--- config.mk ---
export PLATFORM = sky130hd
export DESIGN_NAME = gw_tag_flat
export DESIGN_NICKNAME = d
export VERILOG_FILES = /design/src/gw_pkg.sv /design/src/gw_link_if.sv /design/src/gw_tag.sv /design/src/flat_wrapper.sv
export SDC_FILE = /design/constraint.sdc
export NUM_CORES = 1
export LEC_CHECK = 0
export BUFFER_PORTS_ARGS = -buffer_cell sky130_fd_sc_hd__clkbuf_2
export CAP_MARGIN = 30
export CORE_AREA = 3 3 284 286
export DETAILED_ROUTE_END_ITERATION = 7
export DIE_AREA = 0 0 287 289
export GPL_TIMING_DRIVEN = 0
export PLACE_DENSITY = 0.43
export SLEW_MARGIN = 0
export SYNTH_ARGS = -nofsm -noshare
export SYNTH_HDL_FRONTEND = slang
export SYNTH_SLANG_ARGS = --single-unit
--- constraint.sdc ---
create_clock -name mclk -period 14 [get_ports mclk]
set_input_delay 0 -clock mclk [delete_from_list [all_inputs] [get_ports mclk]]
set_output_delay 0 -clock mclk [all_outputs]
set_load 0.02 [all_outputs]
--- src/gw_pkg.sv ---
// Shared constants and types of the gap-coded write link
// Assumes one clock mclk at 250 MHz on both ends
//
// Behaviour
// - Reader writes by gapping field; gaps delimit bits
// - First two bits after start gap: opcode 10
// - Next bit is the block lock flag
// - Next 32 bits are the data word
// - Last 3 bits select the block
// - Program only when bit count is exact
// - Gap restarts field clock counter; count decides bit
// - Count 16 to 32 decodes zero
// - Count 48 to 64 decodes one
// - Other counts: error, leave write mode
// - Count field clocks until gap actually detected
// - Reader uses recommended gap and interval times
// - Eight blocks of 33 bits, one written at once
// - Locked block is never overwritten
package gw_pkg;

   // ----------------------------------------
   // Timing
   // ----------------------------------------
   localparam int MCLK_NS = 4;
   localparam int FIELD_PERIOD_NS = 8000;
   localparam logic [10:0] TICK_DIV = 11'(FIELD_PERIOD_NS / MCLK_NS);
   localparam int ZERO_INTERVAL_TIME_US = 160;
   localparam int ONE_INTERVAL_TIME_US = 416;
   localparam int FIELD_OFF_DURATION_US = 160;
   localparam int DECAY_TIME_US = 32;
   localparam logic [6:0] ZERO_TICKS = 7'(ZERO_INTERVAL_TIME_US * 1000 / FIELD_PERIOD_NS);
   localparam logic [6:0] ONE_TICKS = 7'(ONE_INTERVAL_TIME_US * 1000 / FIELD_PERIOD_NS);
   localparam logic [6:0] GAP_TICKS = 7'(FIELD_OFF_DURATION_US * 1000 / FIELD_PERIOD_NS);
   localparam logic [6:0] DECAY_TICKS = 7'(DECAY_TIME_US * 1000 / FIELD_PERIOD_NS);
   localparam int PROG_TIME_NS = 16000000;
   localparam logic [21:0] PROG_CYC = 22'(PROG_TIME_NS / MCLK_NS);

   // ----------------------------------------
   // Interval decode windows
   // ----------------------------------------
   localparam logic [6:0] ZERO_MIN = 7'h10;
   localparam logic [6:0] ZERO_MAX = 7'h20;
   localparam logic [6:0] ONE_MIN = 7'h30;
   localparam logic [6:0] ONE_MAX = 7'h40;
   localparam logic [6:0] CNT_MAX = 7'h7F;

   // ----------------------------------------
   // Frame layout, first bit sent is bit 37
   // ----------------------------------------
   localparam logic [5:0] FRAME_BITS = 6'h26;
   localparam logic [5:0] NBITS_SAT = 6'h3F;
   localparam logic [1:0] OPCODE_WRITE = 2'h2;
   localparam int OP_MSB = 37;
   localparam int OP_LSB = 36;
   localparam int FR_LOCK = 35;
   localparam int FR_DATA_MSB = 34;
   localparam int FR_DATA_LSB = 3;
   localparam int FR_ADDR_MSB = 2;

   // ----------------------------------------
   // Block memory layout
   // ----------------------------------------
   localparam int NUM_BLOCKS = 8;
   localparam int BLK_LOCK = 32;
   localparam logic [32:0] BLK_RESET = 33'h000000000;

   // ----------------------------------------
   // Reader register map
   // ----------------------------------------
   localparam logic [4:0] REG_DATA = 5'h00;
   localparam logic [4:0] REG_CTRL = 5'h04;
   localparam logic [4:0] REG_STATUS = 5'h08;
   localparam logic [4:0] REG_IRQ_STAT = 5'h0C;
   localparam logic [4:0] REG_IRQ_MASK = 5'h10;
   localparam int CTRL_LOCK = 0;
   localparam int CTRL_ADDR_LSB = 1;
   localparam int CTRL_ADDR_MSB = 3;
   localparam int CTRL_GO = 8;
   localparam int IRQ_DONE = 0;

   // ----------------------------------------
   // State types
   // ----------------------------------------
   typedef enum logic [1:0] {
      TAG_READ = 2'b00,
      TAG_RX = 2'b01,
      TAG_PROG = 2'b10
   } gw_tag_state_e;

   typedef enum logic [1:0] {
      RDR_IDLE = 2'b00,
      RDR_GAP = 2'b01,
      RDR_ON = 2'b10
   } gw_rdr_state_e;

endpackage

--- src/gw_link_if.sv ---
// Field link between reader end and tag end
// Assumes both ends run on mclk; reader drives, tag listens
`timescale 1ns/1ps
`default_nettype none
interface gw_link_if;
   // Field clock pulse, one mclk cycle per carrier period
   logic field_clk;
   // Gap detector level, high while field below threshold
   logic gap_det;

   modport reader (
      output field_clk,
      output gap_det
   );

   modport tag (
      input field_clk,
      input gap_det
   );
endinterface
`default_nettype wire

--- src/gw_tag.sv ---
// Tag end: gap interval decoder, frame check, block memory
// Assumes link signals are produced on mclk by the reader end
//
// The address-and-strobe port and the register addresses were chosen for this implementation.
`timescale 1ns/1ps
`default_nettype none
module gw_tag
   import gw_pkg::*;
#(
   parameter logic [21:0] PROG_CYCLES = PROG_CYC
) (
   // Clock and reset
   input wire logic mclk,
   input wire logic rst,
   // Field link
   gw_link_if.tag link,
   // Memory read port
   input wire logic [2:0] rd_addr,
   output logic [32:0] rd_data,
   // Status
   output logic write_mode,
   output logic programming,
   output logic wr_done,
   output logic wr_locked,
   output logic dec_err,
   output logic frame_bad,
   output logic [7:0] err_count
);

   // ----------------------------------------
   // State
   // ----------------------------------------
   typedef struct packed {
      gw_tag_state_e st;
      logic gap_q;
      logic [6:0] cnt;
      logic [5:0] nbits;
      logic [37:0] shreg;
      logic [21:0] prog_cnt;
      logic [2:0] wr_addr;
      logic [32:0] wr_word;
      logic [NUM_BLOCKS-1:0][32:0] mem;
      logic [32:0] rd_data;
      logic write_mode;
      logic programming;
      logic wr_done;
      logic wr_locked;
      logic dec_err;
      logic frame_bad;
      logic [7:0] err_count;
   } gw_tag_s;

   gw_tag_s r;
   gw_tag_s next_r;
   logic gap_evt;
   logic [1:0] sym;
   logic frame_ok;
   logic [2:0] fr_addr;

   // ----------------------------------------
   // Interval classifier
   // ----------------------------------------
   // Returns 0 for zero, 1 for one, 2 for error
   function automatic logic [1:0] classify(input logic [6:0] c);
      if (c >= ZERO_MIN && c <= ZERO_MAX) begin
         classify = 2'h0;
      end else if (c >= ONE_MIN && c <= ONE_MAX) begin
         classify = 2'h1;
      end else begin
         classify = 2'h2;
      end
   endfunction

   // Saturating increment of the error count
   function automatic logic [7:0] sat_inc(input logic [7:0] v);
      if (v == 8'hFF) begin
         sat_inc = v;
      end else begin
         sat_inc = v + 8'h01;
      end
   endfunction

   // ----------------------------------------
   // Next state
   // ----------------------------------------
   always_comb begin
      next_r = r;
      next_r.gap_q = link.gap_det;
      next_r.wr_done = 1'b0;
      next_r.wr_locked = 1'b0;
      next_r.dec_err = 1'b0;
      next_r.frame_bad = 1'b0;
      next_r.rd_data = r.mem[rd_addr];
      gap_evt = link.gap_det & ~r.gap_q;
      sym = classify(r.cnt);
      fr_addr = r.shreg[FR_ADDR_MSB:0];
      frame_ok = (r.nbits == FRAME_BITS)
         && (r.shreg[OP_MSB:OP_LSB] == OPCODE_WRITE);

      // Field clocks counted until the detector fires
      if (link.field_clk && r.cnt != CNT_MAX) begin
         next_r.cnt = r.cnt + 7'h01;
      end

      case (r.st)
         TAG_READ: begin
            if (gap_evt) begin
               next_r.st = TAG_RX;
               next_r.cnt = 7'h00;
               next_r.nbits = 6'h00;
               next_r.write_mode = 1'b1;
            end
         end

         TAG_RX: begin
            if (gap_evt) begin
               next_r.cnt = 7'h00;
               if (sym == 2'h2) begin
                  next_r.st = TAG_READ;
                  next_r.write_mode = 1'b0;
                  next_r.dec_err = 1'b1;
                  next_r.err_count = sat_inc(r.err_count);
               end else begin
                  next_r.shreg = {r.shreg[36:0], sym[0]};
                  if (r.nbits != NBITS_SAT) begin
                     next_r.nbits = r.nbits + 6'h01;
                  end
               end
            end else if (r.cnt > ONE_MAX) begin
               // No further gap: the frame has ended
               next_r.st = TAG_READ;
               next_r.write_mode = 1'b0;
               if (!frame_ok) begin
                  next_r.frame_bad = 1'b1;
               end else if (r.mem[fr_addr][BLK_LOCK]) begin
                  next_r.wr_locked = 1'b1;
               end else begin
                  next_r.st = TAG_PROG;
                  next_r.programming = 1'b1;
                  next_r.prog_cnt = PROG_CYCLES;
                  next_r.wr_addr = fr_addr;
                  next_r.wr_word = {r.shreg[FR_LOCK],
                     r.shreg[FR_DATA_MSB:FR_DATA_LSB]};
               end
            end
         end

         TAG_PROG: begin
            // Gaps are ignored while the block is programmed
            if (r.prog_cnt > 22'h000001) begin
               next_r.prog_cnt = r.prog_cnt - 22'h000001;
            end else begin
               next_r.mem[r.wr_addr] = r.wr_word;
               next_r.st = TAG_READ;
               next_r.programming = 1'b0;
               next_r.wr_done = 1'b1;
            end
         end

         default: begin
            next_r.st = TAG_READ;
            next_r.write_mode = 1'b0;
            next_r.programming = 1'b0;
         end
      endcase
   end

   // ----------------------------------------
   // Registers
   // ----------------------------------------
   always_ff @(posedge mclk or posedge rst) begin
      if (rst) begin
         r.st <= TAG_READ;
         r.gap_q <= 1'b0;
         r.cnt <= 7'h00;
         r.nbits <= 6'h00;
         r.shreg <= 38'h0000000000;
         r.prog_cnt <= 22'h000000;
         r.wr_addr <= 3'h0;
         r.wr_word <= BLK_RESET;
         r.mem <= {NUM_BLOCKS{BLK_RESET}};
         r.rd_data <= BLK_RESET;
         r.write_mode <= 1'b0;
         r.programming <= 1'b0;
         r.wr_done <= 1'b0;
         r.wr_locked <= 1'b0;
         r.dec_err <= 1'b0;
         r.frame_bad <= 1'b0;
         r.err_count <= 8'h00;
      end else begin
         r <= next_r;
      end
   end

   // ----------------------------------------
   // Outputs
   // ----------------------------------------
   assign rd_data = r.rd_data;
   assign write_mode = r.write_mode;
   assign programming = r.programming;
   assign wr_done = r.wr_done;
   assign wr_locked = r.wr_locked;
   assign dec_err = r.dec_err;
   assign frame_bad = r.frame_bad;
   assign err_count = r.err_count;

endmodule // gw_tag
`default_nettype wire

--- src/flat_wrapper.sv ---
// flat-port wrapper written by rule: the top's interface ports become plain ports
module gw_tag_flat import gw_pkg::*;
#(
   parameter logic [21:0] PROG_CYCLES = PROG_CYC
)
  (mclk, rst, rd_addr, rd_data, write_mode, programming, wr_done, wr_locked, dec_err, frame_bad, err_count, link_field_clk, link_gap_det);
  gw_link_if link_i ();
  input wire logic mclk;
  input wire logic rst;
  input wire logic [2:0] rd_addr;
  output logic [32:0] rd_data;
  output logic write_mode;
  output logic programming;
  output logic wr_done;
  output logic wr_locked;
  output logic dec_err;
  output logic frame_bad;
  output logic [7:0] err_count;
  input wire logic [$bits(link_i.field_clk)-1:0] link_field_clk;
  input wire logic [$bits(link_i.gap_det)-1:0] link_gap_det;
  assign link_i.field_clk = link_field_clk;
  assign link_i.gap_det = link_gap_det;
  gw_tag #(.PROG_CYCLES(PROG_CYCLES)) u_core (.mclk(mclk), .rst(rst), .link(link_i), .rd_addr(rd_addr), .rd_data(rd_data), .write_mode(write_mode), .programming(programming), .wr_done(wr_done), .wr_locked(wr_locked), .dec_err(dec_err), .frame_bad(frame_bad), .err_count(err_count));
endmodule
* After elaboration in Yosys (flattened, before gate mapping)
Cells that the tools add are included.
** Word-level totals
- Flip-flop bits (word level) :: 423
- Input bits :: 7
- Output and inout port bits :: 47
** Cells by class
- Add/sub/neg operators :: 4
- Order comparisons :: 10
- Eq/ne operators :: 20
- Multiplexer cells :: 53
- Bitwise gates (word level) :: 9
- Reductions and logical operators :: 17
** Operators with widths (count)
- $bwmux W264 :: 1
- $mux W58 :: 4
- $bmux W33 S3 :: 2
- $demux W33 S3 :: 1
- $mux W33 :: 3
- $mux W51 :: 1
- $mux W44 :: 1
- $pmux W22 S2 :: 1
- $pmux W13 S2 :: 1
- $mux W8 :: 3
- $gt A22 B1 Y1 const B :: 1
- $mux W2 :: 11
- $mux W22 :: 1
- $sub A22 B1 Y22 const B :: 1
- $mux W1 :: 16
- $mux W13 :: 1
- $lt A3 B4 Y1 const B :: 3
- $ne A2 B1 Y1 const B :: 6
- $reduce_and A4 Y1 :: 3
- $reduce_and A6 Y1 :: 2
- $mux W11 :: 1
- $reduce_and A5 Y1 :: 2
- $add A8 B1 Y8 const B :: 1
- $eq A8 B8 Y1 const B :: 1
- 27 further kinds :: 45

* Longest topological paths before layout
Gate-level depths: netlist (run 1).
- Word-level depth :: 8
- Gate-level depth with buffers :: 9

* Least setup slack after synthesis (run 1)
Ideal clock, no wire load.
- Path kind :: reg-to-reg
- From :: register u_core.r[349] in the netlist's numbering
- To :: register u_core.r[249] in the netlist's numbering
- Arrival :: 2170 ps
- Required time :: 13875 ps
- Path slack :: 11705 ps
- Stages on the path, launching flop included :: 8
- Buffers on the path :: 2
- Clock period less this slack :: 2295 ps
- Cells stage by stage :: dfrtp_1 nor4_1 nand4_2 nor4_4 and2_1 buf_6 buf_12 mux2_2
** On the way
- Cells in the longest elaborated chain, start to end :: 3
** RTL lines
- start, declared :: line gw_tag.sv:53 : gw_tag_s r;
- start signal, assigned :: line gw_tag.sv:191 : r <= next_r;
- $gt A22 B1 Y1 :: line gw_tag.sv:150 : if (r.prog_cnt > 22'h000001) begin
- $not A1 Y1 (no source line)
- $reduce_and A2 Y1 (no source line)
Every way passes these cells.
A chain may end at the register's enable or synchronous reset.

* Worst setup path after layout (run 1)
- From :: register u_core.r[422] in the netlist's numbering
- To :: register u_core.r[392] in the netlist's numbering
** On the way
- Cells in the longest elaborated chain, start to end :: 2
** RTL lines
- $eq A2 B1 Y1 :: line gw_tag.sv:105 : case (r.st)
- $reduce_and A3 Y1 (no source line)
Every way passes these cells.

==> results.toml, run 1 <==
[logic_synthesis]
synth_common_cells = "423 x dfrtp_1, 334 x mux2_2, 125 x nand2_1, 68 x mux4_2, 44 x buf_4"
synth_area_leaders = "dfrtp_1 56%, mux2_2 20%, mux4_2 8.2%, nand2_1 2.5%, buf_4 1.8%"
avgSynthCellArea_um2 = 14.4
yosysSeqAreaShare_pct = 56.4
yosysTopAreaCellShare_pct = 56.4
synth.most_common_cell = "dfrtp_1"
synth_edf_count = 0
async_flop_share_pct = 100
syn_area_um2 = 18800
synth_top_cell_by_area = "dfrtp_1"
synth_nets = 1314
yosys_warnings = 0
synth.distinct_cells = 62
yosys_most_used_dff = "dfrtp_1"
postSynthCellCount = 1300
synth-seq-cells = 423

[placement]
dp_cells = 2405
place_congestion = 0.710
post-place-ws_ns = 11.01
dp_hpwl_um = 28200
numPortBuffers = 50

[routing]
met1_length_um = 21500
via_per_inst = 4.33
first_pass_iters = 4
met3_length_um = 1260
routed.top_layer = "met4"
wl_um = 44600
drcViolationCount = 0
vias = 10800
wl_per_cell_um = 17.9
drt_iter0_markers = 524
routed-wl-met2_um = 21100
antenna_left = 0

[power_and_ir_drop]
ir_worst_vdd_uv = 77.7
powerDensity_nw_per_um2 = 120
power_leakage_uw = 0.0106

[die]
die_h_um = 289
std_cell_rows = 103
core-area_um2 = 78600
dieArea_um2 = 82900
start_util_pct = 23.9
num_io_pins = 54
fp.dieW_um = 287

[sta]
rsz0062_at_grt = "no"
worstMarginPinSlew_ns = 0.970
period_share_pct = 21.0
min_period_ns = 2.94
max_clock_freq_mhz = 340
setup_ws_ns = 11.06
skew_ns = 0.0195
tns_ns = 0
slew_headroom_pct = 35.4
finalHoldViolations = 0
maxSlewViolCount = 0
setup_viol = 0

[layout]
drive_gt1_share_pct = 43.3
diodes = 0
area_growth_pct = 18.1
final.fill_count = 8084
stdcell_count = 2500
num-nets-final = 1426

[clock_tree]
clockBufferDepth = 3
cts_tree = "done"
post-cts-setup-buffers = 0
numCtsBuffers = 49
cts_sinks = 423
clkTransAtPathRegs_ns = 0.06
clock_latency_ns = 0.59
h-tree-depth = 2
cts-root-buf = "clkbuf_16"
cts_resized = 0

[global_route]
grt_overflow = 0
track_usage_pct = 10.9
antenna_found_initial = 0
first_global_vias = 11600
grt_max_degree = 130
grt_pass1_wl_um = 70400

[worst_setup_path]
cp.arrival_ns = 3.39
cp_top_family = "simple AND/OR/NAND/NOR gates"
crit_slowest_cell = "nor2_2"
worstSetupPathType = "reg2reg"
crit_chain = "clkbuf_1 > nor3b_2 > nand2_1 > nor2_2 > buf_4 > mux2_2"
critPathLaunchType = "flop"
path_buf_inv = 2
critical_path.max_fanout = 10
worst_ep_required_time_ns = 14.45
cp-end-kind = "flop"
critPathMaxStageDelay_ns = 0.68

[hold_path]
hold_path_class = "in2reg"

[status]
status = "completed"

[flow_run]
drv_cap = 0
[placed cells by master, fill, tap and decap left out, types with 5 or more instances in the layout]
cell,Yosys,routed
clkbuf_2,0,50
a21oi_1,14,14
nor3_1,15,15
inv_1,11,10
buf_2,8,8
dfrtp_1,423,423
a31oi_1,5,5
and3_1,9,9
nand3_1,12,12
nand2_1,125,125
or4_1,5,5
ha_1,7,7
clkbuf_1,31,43
nor2_1,33,33
o31ai_1,5,5
nor4b_1,5,5
xor2_1,11,11
clkbuf_16,0,49
mux2_2,334,334
buf_4,44,44
nor2b_1,6,6
o21ai_0,5,5
clkinv_2,0,7
nand4_2,5,5
xnor2_1,10,10
buf_6,19,19
clkbuf_8,0,12
nor4_1,6,6
mux4_2,68,68
nand4_1,11,11
[timing repair]
action                     CTS  global route
hold buffers                 4             0
hold endpoints to repair   137             0
setup endpoints to repair    0             0
[worst reg2reg max path, stage by stage, from the launching register on]
cell and delay (ns):
dfrtp_1 0.36, clkbuf_1 0.21, nor3b_2 0.62, nand2_1 0.26
nor2_2 0.68, buf_4 0.34, mux2_2 0.35
[metrics by stage]
stage | power (uW) | instance area, um^2 | utilization, % | hold WS, ns
6_report | 2650 | 22200 | 28.2 | 0.0321
5_1_grt | 2770 | 22200 | 28.2 | 0.0133
4_1_cts | 2710 | 22100 | 28.2 | 0.0419
3_5_place_dp | 1370 | 20400 | 26.0 | 0.164
3_3_place_gp | 1370 | 20300 | 25.9 | 0.163
2_1_floorplan | 1340 | 18800 | - | 0.0314
[registers in the layout, summed over array words and instances (netlist names)]
register,flops
u_core.rd_data,33
u_core.dec_err,1
u_core.write_mode,1
u_core.r,373
u_core.frame_bad,1
u_core.wr_locked,1
u_core.fr_addr,3
u_core.wr_done,1
u_core.err_count,8
u_core.programming,1
[power breakdown]
part           internal, uW  switching (uW)  leakage (uW)
clock                   784             520      0.000811
combinational          32.4            72.6       0.00400
sequential             1230            11.7       0.00578
[metal layers]
layer	up-vias	track usage, %
li1	4919	-
met4	0	2.85
met1	5727	15.2
met3	57	1.67
met2	134	17.7
met5	-	0
[path summary, 6_finish.rpt]
check	cells past startpoint	slack, ns	from	to
min reg2reg	1	0.49	u_core.r[248]$_DFFE_PP0P_	u_core.r[248]$_DFFE_PP0P_
min in group asynchronous	3	0.17	rst	u_core.r[352]$_DFFE_PP0P_
max reg2reg	6	11.06	u_core.r[422]$_DFFE_PP0P_	u_core.r[392]$_DFFE_PP0P_
min	3	0.03	rd_addr[1]	u_core.rd_data[22]$_DFF_PP0_
max	6	11.06	u_core.r[422]$_DFFE_PP0P_	u_core.r[392]$_DFFE_PP0P_
max in group asynchronous	6	11.80	rst	u_core.r[230]$_DFFE_PP0P_
[cell families after synthesis]
family	count (synthesis)	share of synthesized area, %
adders and majority gates	7	0.467
AOI/OAI and AO/OA	55	2.00
and+or+nand+nor	268	7.35
xor gates and xnor gates	21	0.980
buffers and inverters	120	4.35
muxes	406	28.4
DFF	423	56.4
[layout make-up]
type,instances,area [um^2],area share (%)
inverters,11,48.8,0.220
well taps,1050,1310,5.93
repair buffers,61,433,1.95
flip-flops and latches,423,10600,47.8
multi-input cells,757,7360,33.2
clock inverters,16,213,0.960
clock buffers,73,1440,6.48
plain buffers,109,776,3.50
No activity file was read; power rests on OpenSTA's default activity.
==> run 2: changes to the inputs <==
Settings changed: PLACE_DENSITY 0.43 to 0.44.
Clock period 14 ns to 2.6 ns, I/O delays scaled along.
==> results.toml, run 2 (synthesis gave the netlist of run 1 again) <==
[status]
status = "completed"

[layout]
reg.largest.list = "u_core.r (373), u_core.rd_data (33), u_core.err_count (8)"
drive_gt1_share_pct = 45.0
final_common_cell = "dfrtp_1"
regMostFlops = "u_core.r"
final.fill_count = 8057
area_growth_pct = 19.8
num-nets-final = 1441
mostFrequentLayoutCells = "423 x dfrtp_1, 334 x mux2_2, 125 x nand2_1, 68 x mux4_2, 60 x clkbuf_2"
largest_reg_flops = 373
diodes = 0

[sta]
setup_ws_ns = 0.143
setup_viol = 0
finalHoldViolations = 0
max_clock_freq_mhz = 407
rsz0062_at_grt = "no"
period_share_pct = 94.5
tns_ns = 0
holdWs_ns = 0.0424
worstMarginPinSlew_ns = 0.923
slew_headroom_pct = 38.5
skew_ns = 0.0241
min_period_ns = 2.46
maxSlewViolCount = 0

[worst_setup_path]
worst_ep_required_time_ns = 3.08
r2r_start = "u_core.r[347]$_DFFE_PP0P_"
cp_top_family = "simple AND/OR/NAND/NOR gates"
r2r_slack_ns = 0.14
critPathMaxStageDelay_ns = 0.47
critPathLaunchType = "flop"
path_buf_inv = 3
cp-end-kind = "flop"
r2r_end = "u_core.r[185]$_DFFE_PP0P_"
crit_slowest_cell = "dfrtp_1"
worstSetupPathType = "reg2reg"
crit_chain = "inv_1 > ha_2 > or2_2 > nand4_4 > nor4_4 > buf_4 > nand2_2 > buf_6 > mux2_2"
critical_path.max_fanout = 10
cp.arrival_ns = 2.94
r2r_cells = 9

[global_route]
antenna_found_initial = 0
first_global_vias = 11400
grt_overflow = 0
track_usage_pct = 10.9
grt_pass1_wl_um = 70500
grt_max_degree = 43

[clock_tree]
cts-root-buf = "clkbuf_16"
cts_sinks = 423
clockBufferDepth = 3
numCtsBuffers = 50
clock_latency_ns = 0.60
cts_tree = "done"
h-tree-depth = 2
clkTransAtPathRegs_ns = 0.06

[die]
die_h_um = 289
fp.dieW_um = 287
dieArea_um2 = 82900
core-area_um2 = 78600
start_util_pct = 23.9
num_io_pins = 54
std_cell_rows = 103

[routing]
wl_per_cell_um = 17.6
vias = 10800
wl_um = 44300
drt_iter0_markers = 391
first_pass_iters = 6
via_per_inst = 4.28
antenna_left = 0
drcViolationCount = 0

[placement]
place_congestion = 0.714
post-place-ws_ns = -0.374
dp_hpwl_um = 28500
numPortBuffers = 50

[power_and_ir_drop]
power.internal_uw = 11000
ir_worst_vdd_uv = 446
comb_power_share_pct = 4.2
powerDensity_nw_per_um2 = 637
p_sw_share_pct = 23.3
power_leakage_uw = 0.0107
pwr-share-clk_pct = 49.0
finalPower_uw = 14300
p_sw_uw = 3340
p_seq_share_pct = 46.8

[hold_path]
hold_path_class = "in2reg"
whs_path_depth = 3
worst_hold_startpoint = "rd_addr[0]"
hold_end = "u_core.rd_data[11]$_DFF_PP0_"

[flow_run]
drv_cap = 0
## run 2: worst max-delay path by stage
stage	startpoint	to	slack [ns]	cells past startpoint
floorplan	rst	u_core.dec_err$_DFF_PP0_	-3.11	1
global placement	rst	u_core.rd_data[29]$_DFF_PP0_	-5.77	2
detailed placement	u_core.r[407]$_DFFE_PP0P_	u_core.r[366]$_DFFE_PP0P_	-0.37	9
CTS	u_core.r[349]$_DFFE_PP0P_	u_core.r[299]$_DFFE_PP0P_	-0.004	6
global route	u_core.r[347]$_DFFE_PP0P_	u_core.r[274]$_DFFE_PP0P_	0.02	9
finish	u_core.r[347]$_DFFE_PP0P_	u_core.r[185]$_DFFE_PP0P_	0.14	9
## run 2: what timing repair did
action | in CTS | in global routing
hold buffers | 5 | 0
setup buffers | 3 | 4
gates resized for setup | 20 | 11
endpoints found under the setup margin | 314 | 261
pin swaps | 3 | 3
hold endpoints to repair | 208 | 0
## run 2: through the flow
stage | instances | cell area (um^2) | utilization [%]
floorplan | 1300 | 18800 | -
global placement | 2400 | 20300 | 25.9
detailed placement | 2414 | 20600 | 26.2
CTS | 2512 | 22400 | 28.5
global route | 2516 | 22500 | 28.6
finish | 2516 | 22500 | 28.6
## run 2: tightest hold or removal path: stages
cell and delay, ns:
buf_1 0.18, mux4_2 0.25, mux2_2 0.17
## run 2: power by group through the flow
stage                     Sequential (uW)  Clock (uW)  Combinational (uW)
after floorplan                      6810           0                 398
after global routing                 6710        7560                 677
final                                6700        7010                 594
after global placement               6830           0                 545
after CTS                            6700        7280                 616
after detailed placement             6820           0                 603
## run 2: metal layers
metal / track usage (%) / vias up / share of wire (%)
li1: - / 4933 / -
met1: 15.5 / 5620 / 48
met2: 17.1 / 147 / 46
met3: 1.86 / 69 / 3.5
met4: 3.05 / 0 / 2.0
met5: 0 / - / 0
## run 2: final cells by class
| class | count | area, um^2 | area share (%) |
|---|---|---|---|
| Clock buffer | 77 | 1480 | 6.60 |
| Inverter | 11 | 45.0 | 0.200 |
| Tap cell | 1050 | 1310 | 5.85 |
| Sequential cell | 423 | 10600 | 47.1 |
| Multi-Input combinational cell | 757 | 7460 | 33.2 |
| Clock inverter | 14 | 166 | 0.741 |
| Buffer | 108 | 792 | 3.52 |
| Timing Repair Buffer | 76 | 623 | 2.77 |
==> run 3: changes to the inputs <==
--- a/config.mk
+++ b/config.mk
@@ -13,4 +13,5 @@
 export GPL_TIMING_DRIVEN = 0
 export PLACE_DENSITY = 0.44
+export SETUP_SLACK_MARGIN = 0.1
 export SLEW_MARGIN = 0
 export SYNTH_ARGS = -nofsm -noshare
==> constraint.sdc (replaced) <==
create_clock -name mclk -period 2.6 [get_ports mclk]
set_input_delay 0.39 -clock mclk [delete_from_list [all_inputs] [get_ports mclk]]
set_output_delay 0.39 -clock mclk [all_outputs]
set_load 0.02 [all_outputs]
==> results.toml, run 3 (synthesis gave the netlist of run 1 again) <==
[hold_path]
hold_path_class = "in2reg"

[routing]
first_pass_iters = 4
vias = 10800
via_per_inst = 4.28
wl_um = 44500
antenna_left = 0
drcViolationCount = 0
wl_per_cell_um = 17.6
drt_iter0_markers = 384

[power_and_ir_drop]
ir_worst_vdd_uv = 447
finalPower_uw = 14300
powerDensity_nw_per_um2 = 633
power_leakage_uw = 0.0108

[worst_setup_path]
critPathLaunchType = "flop"
cp.arrival_ns = 2.83
r2r_cells = 7
crit_chain = "nor4_4 > nand4_4 > nor2_4 > buf_4 > nand4_4 > buf_6 > mux2_2"
cp-endpoint = "u_core.r[239]$_DFFE_PP0P_"
r2r_slack_ns = 0.24
critical_path.max_fanout = 10
cp-end-kind = "flop"
r2r_end = "u_core.r[239]$_DFFE_PP0P_"
worstSetupPathType = "reg2reg"
cpMostUsedCell = "nand4_4"
setup.worst_path.start = "u_core.r[349]$_DFFE_PP0P_"
r2r_start = "u_core.r[349]$_DFFE_PP0P_"
critPathMaxStageDelay_ns = 0.48
crit_slowest_cell = "dfrtp_1"
worst_ep_required_time_ns = 3.07

[global_route]
grt_pass1_wl_um = 70600
track_usage_pct = 10.9
antenna_found_initial = 0
grt_overflow = 0
first_global_vias = 11400
grt_max_degree = 43

[layout]
num-nets-final = 1448
drive_gt1_share_pct = 45.8
largest_reg_flops = 373
stdcell_count = 2523
reg.largest.list = "u_core.r (373), u_core.rd_data (33), u_core.err_count (8)"
area_growth_pct = 20.6
diodes = 0
final_common_cell = "dfrtp_1"
regMostFlops = "u_core.r"
mostFrequentLayoutCells = "422 x dfrtp_1, 334 x mux2_2, 124 x nand2_1, 68 x mux4_2"

[placement]
dp_cells = 2414
numPortBuffers = 50
dp_hpwl_um = 28500
place_congestion = 0.714

[die]
start_util_pct = 23.9
num_io_pins = 54
std_cell_rows = 103
dieArea_um2 = 82900
core-area_um2 = 78600
fp.dieW_um = 287
die_h_um = 289

[flow_run]
drv_cap = 0

[clock_tree]
numCtsBuffers = 50
cts_sinks = 423
h-tree-depth = 2
clock_latency_ns = 0.60
cts-root-buf = "clkbuf_16"
cts_tree = "done"
clockBufferDepth = 3
clkTransAtPathRegs_ns = 0.06

[sta]
skew_ns = 0.0250
maxSlewViolCount = 0
rsz0062_at_grt = "yes"
finalHoldViolations = 0
worstMarginPinSlew_ns = 0.943
slew_headroom_pct = 37.1
period_share_pct = 90.6
max_clock_freq_mhz = 425
setup_viol = 0
min_period_ns = 2.36

[status]
status = "completed"
-- run 3: routing by layer --
layer | global-route usage, % | wire length (um) | vias up
met4 | 3.05 | 894 | 0
met1 | 15.4 | 21400 | 5636
met5 | 0 | 0 | -
met3 | 1.86 | 1400 | 68
li1 | - | - | 4942
met2 | 17.2 | 20800 | 145
-- run 3: area by class of cell --
class,instances,area (um^2)
fillers,8035,56000
flip-flops and latches,423,10600
multi-input cells,757,7510
clock buffers,77,1480
well taps,1050,1310
plain buffers,108,821
repair buffers,83,711
clock inverters,14,166
inverters,11,45.0
-- run 3: worst max-delay path: cells and delay by family (launching register included) --
family,cells,cell delay [ns]
buffers and inverters,2,0.42
multiplexers,1,0.28
AND/OR/NAND/NOR,4,1.02
flip-flops,1,0.48
-- run 3: power breakdown --
group	switching [uW]	internal (uW)
Clock	2880	4140
Combinational	404	197
Sequential	67.5	6640
Total	3350	11000
-- run 3: metrics by stage --
stage          setup WS [ns]  util (%)  hold slack (ns)  TNS [ns]  cell area, um^2
2_1_floorplan          -3.50         -            0.421  -1479.43            18800
3_3_place_gp           -6.16      25.9            0.469  -2625.84            20300
3_5_place_dp          -0.374      26.2            0.420    -36.95            20600
4_1_cts               0.0586      28.5           0.0615         0            22400
5_1_grt               0.0696      28.8           0.0791         0            22600
6_report               0.245      28.8           0.0963         0            22600
-- run 3: how the worst min path moves through the flow --
| stage | from | to | cells past startpoint |
|---|---|---|---|
| 3_3_place_gp | u_core.r[275]$_DFFE_PP0P_ | u_core.r[275]$_DFFE_PP0P_ | 1 |
| 5_1_grt | link_field_clk | u_core.r[419]$_DFF_PP0_ | 3 |
| 2_1_floorplan | link_gap_det | u_core.r[420]$_DFF_PP0_ | 0 |
| 3_5_place_dp | rst | u_core.rd_data[8]$_DFF_PP0_ | 2 |
| 4_1_cts | link_field_clk | u_core.r[419]$_DFF_PP0_ | 3 |
| 6_report | link_field_clk | u_core.r[419]$_DFF_PP0_ | 3 |
-- run 3: timing repair --
item,CTS,global route
gates cloned,0,1
hold buffers,2,0
setup buffers,7,9
setup endpoints to repair,341,299
pin swaps,6,6
gates resized for setup,24,26
endpoints found under the hold margin,13,0
